[src/bus_hold_defs.svh]
// constants for the bus hand-over and select block
// assumes a 20-bit address, 16-bit data and a single core clock
`ifndef BUS_HOLD_DEFS_SVH
`define BUS_HOLD_DEFS_SVH
`define ADDR_W 20
`define DATA_W 16
`define STATUS_PASSIVE 3'h7
`define STATUS_RESET 3'h7
`define SEL_IDLE_N 1'h1
`define MID_SEL_MAX 3'h6
`define PERIPH_COUNT 6
`define MID_COUNT 4
`endif

[src/bus_hold_pkg.sv]
// types shared by the bus hand-over and select block
// assumes the constants header is included by each user
`include "bus_hold_defs.svh"
package bus_hold_pkg;
    // bus states; idle and bus_state_four double as the cycle boundaries
    typedef enum logic [2:0] {
        st_idle = 3'h0,
        bus_state_one = 3'h1,
        st_two = 3'h2,
        st_three = 3'h3,
        bus_state_four = 3'h4,
        st_granted = 3'h5
    } bus_state_t;
endpackage

[src/bus_hold_cs.sv]
// local bus sequencer with bus hand-over and chip-select outputs
// assumes core-side request and configuration inputs on core_clk_i;
// the takeover request pin is asynchronous
`timescale 1ns/1ns
`include "bus_hold_defs.svh"
module bus_hold_cs
    import bus_hold_pkg::*;
(
    // clock and reset
    input wire logic core_clk_i,
    input wire logic reset_i,
    // core cycle requests
    input wire logic cycle_req_i,
    input wire logic [`ADDR_W-1:0] cycle_addr_i,
    input wire logic [`DATA_W-1:0] cycle_wdata_i,
    input wire logic cycle_mem_i,
    input wire logic cycle_write_i,
    input wire logic cycle_fetch_i,
    output logic cycle_accept_o,
    output logic cycle_done_o,
    // select range configuration
    input wire logic [7:0] upper_start_i,
    input wire logic [7:0] lower_last_i,
    input wire logic [6:0] mid_base_i,
    input wire logic [2:0] mid_size_sel_i,
    input wire logic [5:0] periph_base_i,
    input wire logic periph_in_mem_i,
    input wire logic sixth_is_addr1_i,
    // bus takeover
    input wire logic bus_takeover_req_i,
    output logic bus_takeover_grant_o,
    // cycle status lines
    output logic cycle_status_bit2_o,
    output logic cycle_status_bit1_o,
    output logic cycle_status_bit0_o,
    output logic cycle_status_oe_o,
    // address/data bus
    output logic [`DATA_W-1:0] ad_o,
    output logic [3:0] addr_hi_o,
    output logic ad_oe_o,
    // control lines
    output logic addr_latch_o,
    output logic rd_n_o,
    output logic wr_n_o,
    output logic xcvr_direction_o,
    output logic ctrl_oe_o,
    // selects
    output logic upper_mem_select_n_o,
    output logic lower_mem_select_n_o,
    output logic [`MID_COUNT-1:0] mid_mem_selects_n_o,
    output logic [`PERIPH_COUNT-2:0] periph_selects_n_o,
    output logic sixth_select_or_addr_bit1_o
);
    localparam int SEL_W = 2 + `MID_COUNT + `PERIPH_COUNT;

    // elaboration-time checks: the decoder and pin slices assume these sizes
    generate
        if (`ADDR_W != 20) begin : g_bad_addr_w
            $error("address width must be 20");
        end
        if (`DATA_W != 16) begin : g_bad_data_w
            $error("data width must be 16");
        end
        if (`MID_COUNT != 4) begin : g_bad_mid_count
            $error("mid-range select count must be 4");
        end
        if (`PERIPH_COUNT != 6) begin : g_bad_periph_count
            $error("peripheral select count must be 6");
        end
        if (SEL_W != 12) begin : g_bad_sel_w
            $error("select vector must be 12 bits");
        end
    endgenerate

    // whole module state
    typedef struct packed {
        bus_state_t state;
        logic reset_pulse;
        logic grant;
        logic driven;
        logic [2:0] status;
        logic status_oe;
        logic [`ADDR_W-1:0] addr;
        logic [`DATA_W-1:0] wdata;
        logic write;
        logic [`DATA_W-1:0] ad;
        logic ad_oe;
        logic ale;
        logic rd_n;
        logic wr_n;
        logic dir;
        logic [SEL_W-1:0] hit;
        logic [SEL_W-1:0] sel_n;
        logic latched_addr_bit1;
        logic sixth_pin;
        logic accept;
        logic done;
    } regs_t;

    regs_t s;
    regs_t next_s;

    logic hold_req;
    logic upper_hit;
    logic lower_hit;
    logic [`MID_COUNT-1:0] mid_hit;
    logic [`PERIPH_COUNT-1:0] periph_hit;
    logic boundary;
    logic in_cycle;

    // takeover request crosses into the core clock
    hold_sync u_sync (
        .core_clk_i(core_clk_i),
        .reset_i(reset_i),
        .async_i(bus_takeover_req_i),
        .sync_o(hold_req)
    );

    // decode the incoming request address
    select_decode u_decode (
        .addr_i(cycle_addr_i),
        .mem_i(cycle_mem_i),
        .upper_start_i(upper_start_i),
        .lower_last_i(lower_last_i),
        .mid_base_i(mid_base_i),
        .mid_size_sel_i(mid_size_sel_i),
        .periph_base_i(periph_base_i),
        .periph_in_mem_i(periph_in_mem_i),
        .upper_hit_o(upper_hit),
        .lower_hit_o(lower_hit),
        .mid_hit_o(mid_hit),
        .periph_hit_o(periph_hit)
    );

    // cycle boundaries where a new cycle or a grant may begin
    assign boundary = s.state == st_idle || s.state == bus_state_four;

    // next-state logic
    always_comb begin
        next_s = s;
        next_s.reset_pulse = 1'h0;
        next_s.accept = 1'h0;
        next_s.done = 1'h0;
        // status high through reset, floated one clock after
        if (s.reset_pulse) begin
            next_s.status_oe = 1'h0;
        end
        unique case (s.state)
            st_idle: begin
                next_s.state = st_idle;
            end
            bus_state_one: begin
                // address phase ends, data phase begins
                next_s.state = st_two;
                next_s.ale = 1'h0;
                next_s.ad = s.wdata;
                next_s.ad_oe = s.write;
                next_s.rd_n = s.write;
                next_s.wr_n = ~s.write;
            end
            st_two: begin
                next_s.state = st_three;
                next_s.status = `STATUS_PASSIVE;
            end
            st_three: begin
                // strobes end, cycle completes
                next_s.state = bus_state_four;
                next_s.rd_n = 1'h1;
                next_s.wr_n = 1'h1;
                next_s.done = 1'h1;
            end
            bus_state_four: begin
                next_s.state = st_idle;
                next_s.ad_oe = 1'h0;
            end
            st_granted: begin
                // release once the request is seen low
                if (!hold_req) begin
                    next_s.grant = 1'h0;
                    next_s.state = st_idle;
                end
            end
            default: begin
                next_s.state = st_idle;
            end
        endcase

        // hand-over only between cycles; takeover beats a new cycle
        if (boundary && hold_req) begin
            next_s.state = st_granted;
            next_s.grant = 1'h1;
            next_s.driven = 1'h0;
            next_s.status_oe = 1'h0;
            next_s.ad_oe = 1'h0;
        end else if (boundary && cycle_req_i) begin
            // start of a new cycle retakes the bus
            next_s.state = bus_state_one;
            next_s.accept = 1'h1;
            next_s.driven = 1'h1;
            next_s.status_oe = 1'h1;
            next_s.addr = cycle_addr_i;
            next_s.wdata = cycle_wdata_i;
            next_s.write = cycle_write_i;
            // bit 2 memory/io, bit 1 direction
            next_s.status = {cycle_mem_i, cycle_write_i,
                ~cycle_write_i & ~cycle_fetch_i};
            next_s.dir = cycle_write_i;
            next_s.ad = cycle_addr_i[`DATA_W-1:0];
            next_s.ad_oe = 1'h1;
            next_s.ale = 1'h1;
            next_s.rd_n = 1'h1;
            next_s.wr_n = 1'h1;
            next_s.hit = {periph_hit, mid_hit, lower_hit, upper_hit};
            next_s.latched_addr_bit1 = cycle_addr_i[1];
        end
    end

    // selects active only while a cycle is under way
    always_comb begin
        in_cycle = next_s.state == bus_state_one || next_s.state == st_two
            || next_s.state == st_three || next_s.state == bus_state_four;
    end

    // registered select levels and the sixth pin
    regs_t q;
    always_comb begin
        q = next_s;
        q.sel_n = in_cycle ? ~next_s.hit : {SEL_W{`SEL_IDLE_N}};
        // latched bit keeps its value through the grant
        q.sixth_pin = sixth_is_addr1_i ? next_s.latched_addr_bit1
            : q.sel_n[SEL_W-1];
    end

    // state register
    always_ff @(posedge core_clk_i or posedge reset_i) begin
        if (reset_i) begin
            s <= '0;
            s.state <= st_idle;
            s.reset_pulse <= 1'h1;
            s.status <= `STATUS_RESET;
            s.status_oe <= 1'h1;
            s.rd_n <= 1'h1;
            s.wr_n <= 1'h1;
            s.sel_n <= {SEL_W{`SEL_IDLE_N}};
            s.sixth_pin <= 1'h1;
        end else begin
            s <= q;
        end
    end

    // outputs straight from the state register
    assign cycle_accept_o = s.accept;
    assign cycle_done_o = s.done;
    assign bus_takeover_grant_o = s.grant;
    assign cycle_status_bit2_o = s.status[2];
    assign cycle_status_bit1_o = s.status[1];
    assign cycle_status_bit0_o = s.status[0];
    assign cycle_status_oe_o = s.status_oe;
    assign ad_o = s.ad;
    assign addr_hi_o = s.addr[`ADDR_W-1:`DATA_W];
    // ad_oe is only ever set together with driven, so it stands alone
    assign ad_oe_o = s.ad_oe;
    assign addr_latch_o = s.ale;
    assign rd_n_o = s.rd_n;
    assign wr_n_o = s.wr_n;
    assign xcvr_direction_o = s.dir;
    assign ctrl_oe_o = s.driven;

    // selects never float, grant or not
    assign upper_mem_select_n_o = s.sel_n[0];
    assign lower_mem_select_n_o = s.sel_n[1];
    assign mid_mem_selects_n_o = s.sel_n[5:2];
    assign periph_selects_n_o = s.sel_n[10:6];
    assign sixth_select_or_addr_bit1_o = s.sixth_pin;
endmodule // bus_hold_cs

[src/hold_sync.sv]
// two-stage synchroniser for the asynchronous takeover request
// assumes the request pin has no timing relation to core_clk_i
`timescale 1ns/1ns
module hold_sync (
    // clock and reset
    input wire logic core_clk_i,
    input wire logic reset_i,
    // raw pin and synchronised level
    input wire logic async_i,
    output logic sync_o
);
    logic meta;
    // first stage feeds only the second stage
    always_ff @(posedge core_clk_i or posedge reset_i) begin
        if (reset_i) begin
            meta <= 1'h0;
            sync_o <= 1'h0;
        end else begin
            meta <= async_i;
            sync_o <= meta;
        end
    end
endmodule // hold_sync

[src/select_decode.sv]
// address decoder for memory and peripheral selects
// assumes configuration inputs are stable on the core clock
`timescale 1ns/1ns
`include "bus_hold_defs.svh"
module select_decode (
    // access under test
    input wire logic [`ADDR_W-1:0] addr_i,
    input wire logic mem_i,
    // range configuration
    input wire logic [7:0] upper_start_i,
    input wire logic [7:0] lower_last_i,
    input wire logic [6:0] mid_base_i,
    input wire logic [2:0] mid_size_sel_i,
    input wire logic [5:0] periph_base_i,
    input wire logic periph_in_mem_i,
    // active-high hits
    output logic upper_hit_o,
    output logic lower_hit_o,
    output logic [`MID_COUNT-1:0] mid_hit_o,
    output logic [`PERIPH_COUNT-1:0] periph_hit_o
);
    logic [6:0] mid_mask;
    logic mid_in;
    logic [1:0] mid_quarter;
    logic periph_in;
    // top and bottom regions in 1K steps up to 256K
    assign upper_hit_o = mem_i && addr_i[19:18] == 2'h3
        && addr_i[17:10] >= upper_start_i;
    assign lower_hit_o = mem_i && addr_i[19:18] == 2'h0
        && addr_i[17:10] <= lower_last_i;
    // mid area of 8K << size, split into four equal blocks
    assign mid_mask = 7'((8'h1 << mid_size_sel_i) - 8'h1);
    assign mid_in = mem_i && mid_size_sel_i <= `MID_SEL_MAX
        && (addr_i[19:13] & ~mid_mask) == (mid_base_i & ~mid_mask);
    assign mid_quarter = addr_i[5'd11 + {2'h0, mid_size_sel_i} +: 2];
    // peripheral area: 128-byte windows inside a 1K block
    assign periph_in = (mem_i == periph_in_mem_i)
        && addr_i[15:10] == periph_base_i
        && (periph_in_mem_i || addr_i[19:16] == 4'h0);
    genvar gi;
    generate
        for (gi = 0; gi < `MID_COUNT; gi++) begin : g_mid
            assign mid_hit_o[gi] = mid_in && mid_quarter == 2'(gi);
        end
        for (gi = 0; gi < `PERIPH_COUNT; gi++) begin : g_per
            assign periph_hit_o[gi] = periph_in && addr_i[9:7] == 3'(gi);
        end
    endgenerate
endmodule // select_decode
[config.mk]
export PLATFORM = sky130hd
export DESIGN_NAME = bus_hold_cs
export DESIGN_NICKNAME = d
export VERILOG_FILES = /design/src/bus_hold_pkg.sv /design/src/bus_hold_cs.sv /design/src/hold_sync.sv /design/src/select_decode.sv
export VERILOG_INCLUDE_DIRS = /design/src
export SDC_FILE = /design/constraint.sdc
export NUM_CORES = 1
export LEC_CHECK = 0
export BUFFER_PORTS_ARGS = -buffer_cell sky130_fd_sc_hd__buf_4
export CORE_ASPECT_RATIO = 1.2
export CORE_MARGIN = 3
export CORE_UTILIZATION = 51
export CTS_CLUSTER_SIZE = 25
export DETAILED_ROUTE_END_ITERATION = 8
export PLACE_DENSITY = 0.83
export SLEW_MARGIN = 20
export SYNTH_ARGS = -nofsm -noshare
export SYNTH_HDL_FRONTEND = slang
export SYNTH_SLANG_ARGS = --single-unit
export TNS_END_PERCENT = 10
[constraint.sdc]
create_clock -name core_clk_i -period 3.2 [get_ports core_clk_i]
set_input_delay 0.64 -clock core_clk_i [delete_from_list [all_inputs] [get_ports core_clk_i]]
set_output_delay 0.64 -clock core_clk_i [all_outputs]
set_load 0.02 [all_outputs]
==> flow_summary.json, run 1 <==
{
  "synth_edf_count": 0,
  "crit_arrival_ns": 2.56,
  "postLayoutCoreUtil": 0.658,
  "cts_buffer_depth": 2,
  "worst-setup-path-type": "in -> reg",
  "drt.antenna.violating_nets": 0,
  "grt_pass1_vias": 3416,
  "firstDrtPassIters": 4,
  "io_buffers": 121,
  "synth_cells": 444,
  "hold_viol": 0,
  "num_vias": 3419,
  "cts_buffers": 9,
  "clkTransAtPathRegs_ns": 0.09,
  "cts_sinks": 80,
  "cts.repair.resized": 0,
  "synth_flop_cell": "dfrtp_1",
  "synthArstFlopShare": 1.00,
  "grt_max_degree": 43,
  "nets": 627,
  "syn_area_per_cell_um2": 9.62,
  "yosysSeqAreaShare": 0.474,
  "area_delta_synth_final_pct": 22.1,
  "max_slew.worst_pin.slew_ns": 0.737,
  "fin_crit_ns": 2.28,
  "cp.required_ns": 3.48,
  "die-area_um2": 9510,
  "yosysWarnings": 0,
  "finalMaxSlewViolations": 0,
  "grt.total_usage": 0.220,
  "place.gp.congestion": 0.847,
  "drc": 0,
  "hold_class": "reg -> reg",
  "die_w_um": 89.5,
  "drt_iter0_drc": 195,
  "synth_seq_cells": 80,
  "rsz0062_at_grt": "false",
  "place_hpwl_um": 7530,
  "fin_tns_setup_ns": 0,
  "cts_root_buffer": "clkbuf_8",
  "postCtsSetupBuffers": 0,
  "final.setup_skew_ns": 0.0119,
  "powerDensity_nw_per_um2": 729,
  "max_clock_freq_ghz": 0.439,
  "synth_area_um2": 4270,
  "p_leak_nw": 2.55,
  "vias_per_cell": 5.27,
  "io_pins": 122,
  "antennaDiodeCount": 0,
  "finalCritPeriodShare": 0.713,
  "setup.worst_path.start_class": "primary input",
  "wl_per_cell_um": 15.4,
  "initial_core_util": 0.539,
  "setup_viol": 0,
  "cp_max_fo": 9,
  "ctsHtreeMaxLevel": 3,
  "drive_gt1_frac": 0.323,
  "crit_path_end_kind": "flop",
  "die_h_um": 106,
  "syn_nets": 538,
  "status": "completed",
  "antenna_found_initial": 0,
  "postCtsHoldBufs": 0,
  "cts_tree": "yes",
  "n_fill_cell": 640,
  "rows": 35,
  "insertion_delay_ns": 0.35,
  "vdd_drop_max_mv": 0.411,
  "grt_overflow": 0,
  "synthDistinctLibCells": 56,
  "maxCapViolations": 0,
  "drt-total-wl_um": 9970,
  "grt_pass1_wl_um": 16100,
  "core-area_um2": 7930,
  "maxSlewHeadroom": 0.507
}
## sequential cells by signal (all words and copies together), names as in the netlist, 4 cells and up
register             count
mid_mem_selects_n_o      4
addr_hi_o                4
periph_selects_n_o       5
s                       33
ad_o                    16
## cell type report
| cell class | instances | area [um^2] | area share |
|---|---|---|---|
| flip-flops and latches | 80 | 2030 | 0.389 |
| multi-input cells | 291 | 1840 | 0.352 |
| repair buffers | 126 | 946 | 0.181 |
| well taps | 111 | 139 | 0.0266 |
| clock buffers | 10 | 128 | 0.0245 |
| inverters | 25 | 95.1 | 0.0182 |
| clock inverters | 6 | 45.0 | 0.00864 |
## final timing paths
| path | startpoint | endpoint | slack (ns) | cells past startpoint |
|---|---|---|---|---|
| worst max-delay path | mid_size_sel_i[0] | mid_mem_selects_n_o[3]$_DFF_PP1_ | 0.92 | 8 |
| worst min-delay path | u_sync.meta$_DFF_PP0_ | u_sync.sync_o$_DFF_PP0_ | 0.36 | 0 |
| worst max register to register | s[94]$_DFF_PP0_ | mid_mem_selects_n_o[3]$_DFF_PP1_ | 0.97 | 7 |
| worst min register to register | u_sync.meta$_DFF_PP0_ | u_sync.sync_o$_DFF_PP0_ | 0.36 | 0 |
| max in group asynchronous | reset_i | upper_mem_select_n_o$_DFF_PP1_ | 1.91 | 3 |
| min in group asynchronous | reset_i | ad_o[2]$_DFF_PP0_ | 0.37 | 2 |
## power by group
group          internal, mW  switching, mW  total, mW
registers              1.38          0.232       1.62
clock network         0.284          0.376      0.660
logic                 0.648          0.874       1.52
total                  2.32           1.48       3.80
## metrics by stage
| step | worst slack [ns] | instances | power [mW] | area, um^2 | hold WS, ns |
|---|---|---|---|---|---|
| after global placement | 0.651 | 633 | 3.09 | 5040 | 0.336 |
| after CTS | 0.918 | 649 | 3.83 | 5210 | 0.359 |
| after floorplan | 0.540 | 444 | 2.71 | 4270 | 0.331 |
| after global routing | 0.713 | 649 | 4.05 | 5210 | 0.366 |
| final | 0.920 | 649 | 3.80 | 5210 | 0.356 |
| after detailed placement | 0.542 | 633 | 3.16 | 5040 | 0.338 |
## layout by cell type, fill, tap and decap left out, types with 2 or more instances in the layout
master	synthesis	final
a21o_1	5	5
a21oi_1	18	18
a22o_1	5	5
a22oi_1	3	3
and3_1	2	2
buf_4	33	126
clkbuf_8	0	9
clkinv_2	0	2
clkinvlp_4	0	3
dfrtp_1	61	61
dfstp_2	19	19
ha_1	17	17
inv_1	24	23
mux2i_1	17	17
mux4_2	2	2
nand2_1	96	96
nand2b_1	2	2
nand3_1	11	11
nand4_1	5	5
nor2_1	14	14
nor2_4	2	2
nor2b_1	3	3
nor3_1	6	6
nor3b_1	3	3
nor4_1	2	2
o21a_1	3	3
o21ai_0	31	31
o21ai_1	2	2
o31a_1	2	2
o31ai_1	2	2
or4_1	2	2
xnor2_1	5	5
xor2_1	10	10
## kinds of logic after synthesis
group / Yosys count / share of synthesized area
AO/OA/AOI/OAI: 82 / 0.121
XOR/XNOR: 15 / 0.0308
adder cells (fa/ha/maj): 17 / 0.0498
buffers and inverters: 73 / 0.0961
flip-flops: 80 / 0.474
multiplexers: 21 / 0.0598
other: 1 / 0.000878
AND/OR/NAND/NOR: 155 / 0.168
## cell usage after synthesis, drive strengths merged (2+ instances only)
cell type | number | area [um^2]
nor4 | 3 | 25.0
o21ai | 33 | 165
dfrtp | 61 | 1530
nand2 | 96 | 360
nand2b | 2 | 12.5
nand4 | 5 | 31.3
a21o | 5 | 37.5
mux4 | 3 | 71.3
xnor2 | 5 | 43.8
nand3 | 11 | 55.1
o31ai | 2 | 15.0
a211oi | 2 | 20.0
nor3 | 6 | 30.0
a22o | 5 | 43.8
nor3b | 4 | 35.0
nor2b | 3 | 18.8
clkbuf | 8 | 30.0
a22oi | 3 | 22.5
xor2 | 10 | 87.6
nor2 | 16 | 75.1
a21oi | 18 | 90.1
dfstp | 19 | 499
mux2i | 18 | 184
and3 | 2 | 12.5
o31a | 2 | 17.5
ha | 17 | 213
buf | 40 | 287
inv | 25 | 93.8
o21a | 3 | 22.5
or4 | 2 | 15.0
## routing by layer
layer  global-route usage  up-vias  share of wire
li1                     -     1652              -
met1                0.289     1619           0.42
met2                0.339      130           0.49
met3               0.0597       18          0.071
met4               0.0915        0          0.021
met5                    0        -              0
## critical path, cell delays in order
cell and delay (ns):
buf_4 0.15, nor3_1 0.28, inv_1 0.08, ha_1 0.27
or4b_2 0.68, nand3_1 0.17, nand3_1 0.11, o21a_1 0.19
Power figures use the tool's default switching activity.
==> run 2, diff against run 1 <==
==> constraint.sdc (replaced) <==
create_clock -name core_clk_i -period 2.3 [get_ports core_clk_i]
set_input_delay 0.46 -clock core_clk_i [delete_from_list [all_inputs] [get_ports core_clk_i]]
set_output_delay 0.46 -clock core_clk_i [all_outputs]
set_load 0.02 [all_outputs]
==> flow_summary.json, run 2 (synthesized netlist as in run 1, its figures left out) <==
{
  "max_slew.worst_pin.slew_ns": 0.679,
  "insertion_delay_ns": 0.35,
  "p_clk_frac": 0.192,
  "die_h_um": 106,
  "vdd_drop_max_mv": 0.550,
  "drt_iter0_drc": 172,
  "seqPwrFrac": 0.401,
  "cp_max_fo": 5,
  "grt_overflow": 0,
  "p_leak_nw": 2.61,
  "setup.worst_path.start_class": "primary input",
  "cts_sinks": 80,
  "regMostFlops": "s",
  "finalCritPeriodShare": 0.872,
  "hold_viol": 0,
  "io_buffers": 121,
  "place.gp.congestion": 0.829,
  "place_inst": 642,
  "rsz0062_at_grt": "false",
  "wl_per_cell_um": 15.4,
  "largest_reg_flops": 33,
  "cts_buffer_depth": 2,
  "postPlaceCellArea_um2": 5120,
  "postLayoutCoreUtil": 0.673,
  "powerDensity_nw_per_um2": 1020,
  "fin_area_um2": 5330,
  "firstDrtPassIters": 6,
  "cts_root_buffer": "clkbuf_8",
  "die-area_um2": 9510,
  "grt.total_usage": 0.227,
  "layout_common_cells": "buf_4 (134), nand2_1 (96), dfrtp_1 (61), o21ai_0 (31), inv_1 (23)",
  "sw_frac_of_total": 0.376,
  "clkTransAtPathRegs_ns": 0.08,
  "crit_path_end_kind": "flop",
  "final.setup_skew_ns": 0.0107,
  "drt-total-wl_um": 10100,
  "initial_core_util": 0.539,
  "holdWs_ns": 0.210,
  "multiInputGateArea_um2": 1840,
  "grt_max_degree": 81,
  "finalMaxSlewViolations": 0,
  "maxSlewHeadroom": 0.546,
  "drt.antenna.violating_nets": 0,
  "vias_per_cell": 5.34,
  "cp.required_ns": 2.59,
  "status": "completed",
  "antenna_found_initial": 0,
  "ctsHtreeMaxLevel": 3,
  "io_pins": 122,
  "max_clock_freq_ghz": 0.499,
  "post-place-ws_ns": -0.122,
  "nets": 636,
  "grt_pass1_wl_um": 16800,
  "antennaDiodeCount": 0,
  "cts_tree": "yes",
  "layout_setup_ws_ns": 0.294,
  "cts_buffers": 9,
  "hold_class": "in -> reg",
  "place_hpwl_um": 7750,
  "p_int_mw": 3.41,
  "postCtsSetupBuffers": 0,
  "drc": 0,
  "setup_viol": 0,
  "die_w_um": 89.5,
  "rows": 35,
  "num_vias": 3511,
  "grt_pass1_vias": 3644,
  "fin_crit_ns": 2.01,
  "final_common_cell": "buf_4",
  "n_fill_cell": 635,
  "seq_area_um2": 2030,
  "maxCapViolations": 0,
  "worst-setup-path-type": "in -> reg",
  "layoutNonFillerInstCount": 658,
  "drive_gt1_frac": 0.338,
  "fin_total_pwr_mw": 5.47,
  "r2r_setup_slack_ns": 0.49,
  "pwr-share-comb": 0.406,
  "fin_tns_setup_ns": 0,
  "core-area_um2": 7930,
  "crit_arrival_ns": 2.29,
  "p_switching_mw": 2.06,
  "area_delta_synth_final_pct": 24.8
}
-- run 2: timing repair --
action                                  in CTS  in global routing
endpoints found under the setup margin       0                  8
hold buffers                                 0                  0
resized for setup                            0                  1
-- run 2: worst max-delay path, stage by stage --
cell and delay [ns]:
buf_4 0.13, nor2_1 0.20, nand2_1 0.09, ha_1 0.21, buf_4 0.16, nor4bb_1 0.28, a211oi_1 0.09, a211oi_2 0.31
nand3_1 0.15, o21a_1 0.19
-- run 2: metal layers --
| layer | up-vias | track usage | part of all wire |
|---|---|---|---|
| met3 | 26 | 0.0620 | 0.077 |
| met2 | 146 | 0.373 | 0.50 |
| li1 | 1671 | - | - |
| met1 | 1668 | 0.275 | 0.39 |
| met5 | - | 0 | 0 |
| met4 | 0 | 0.0968 | 0.028 |
-- run 2: power by group through the flow --
stage,Sequential (mW),Combinational (mW),Clock [mW]
floorplan,2.30,1.47,0
detailed placement,2.22,2.23,0
global placement,2.19,2.16,0
finish,2.19,2.22,1.05
global route,2.25,2.45,1.13
CTS,2.19,2.24,1.08
-- run 2: final timing paths --
path | start | to | cells after the start
max | mid_size_sel_i[1] | mid_mem_selects_n_o[3]$_DFF_PP1_ | 10
min | bus_takeover_req_i | u_sync.meta$_DFF_PP0_ | 1
max reg2reg | s[93]$_DFF_PP0_ | s[17]$_DFF_PP0_ | 6
min reg2reg | u_sync.meta$_DFF_PP0_ | u_sync.sync_o$_DFF_PP0_ | 0
max in group asynchronous | reset_i | mid_mem_selects_n_o[1]$_DFF_PP1_ | 3
min in group asynchronous | reset_i | ad_o[3]$_DFF_PP0_ | 3
-- run 2: final cells by class --
type,instances,area share
clock buffers,10,0.0258
clock inverters,6,0.0124
well taps,111,0.0260
repair buffers,135,0.192
inverters,25,0.0183
flip-flops and latches,80,0.380
multi-input cells,291,0.345
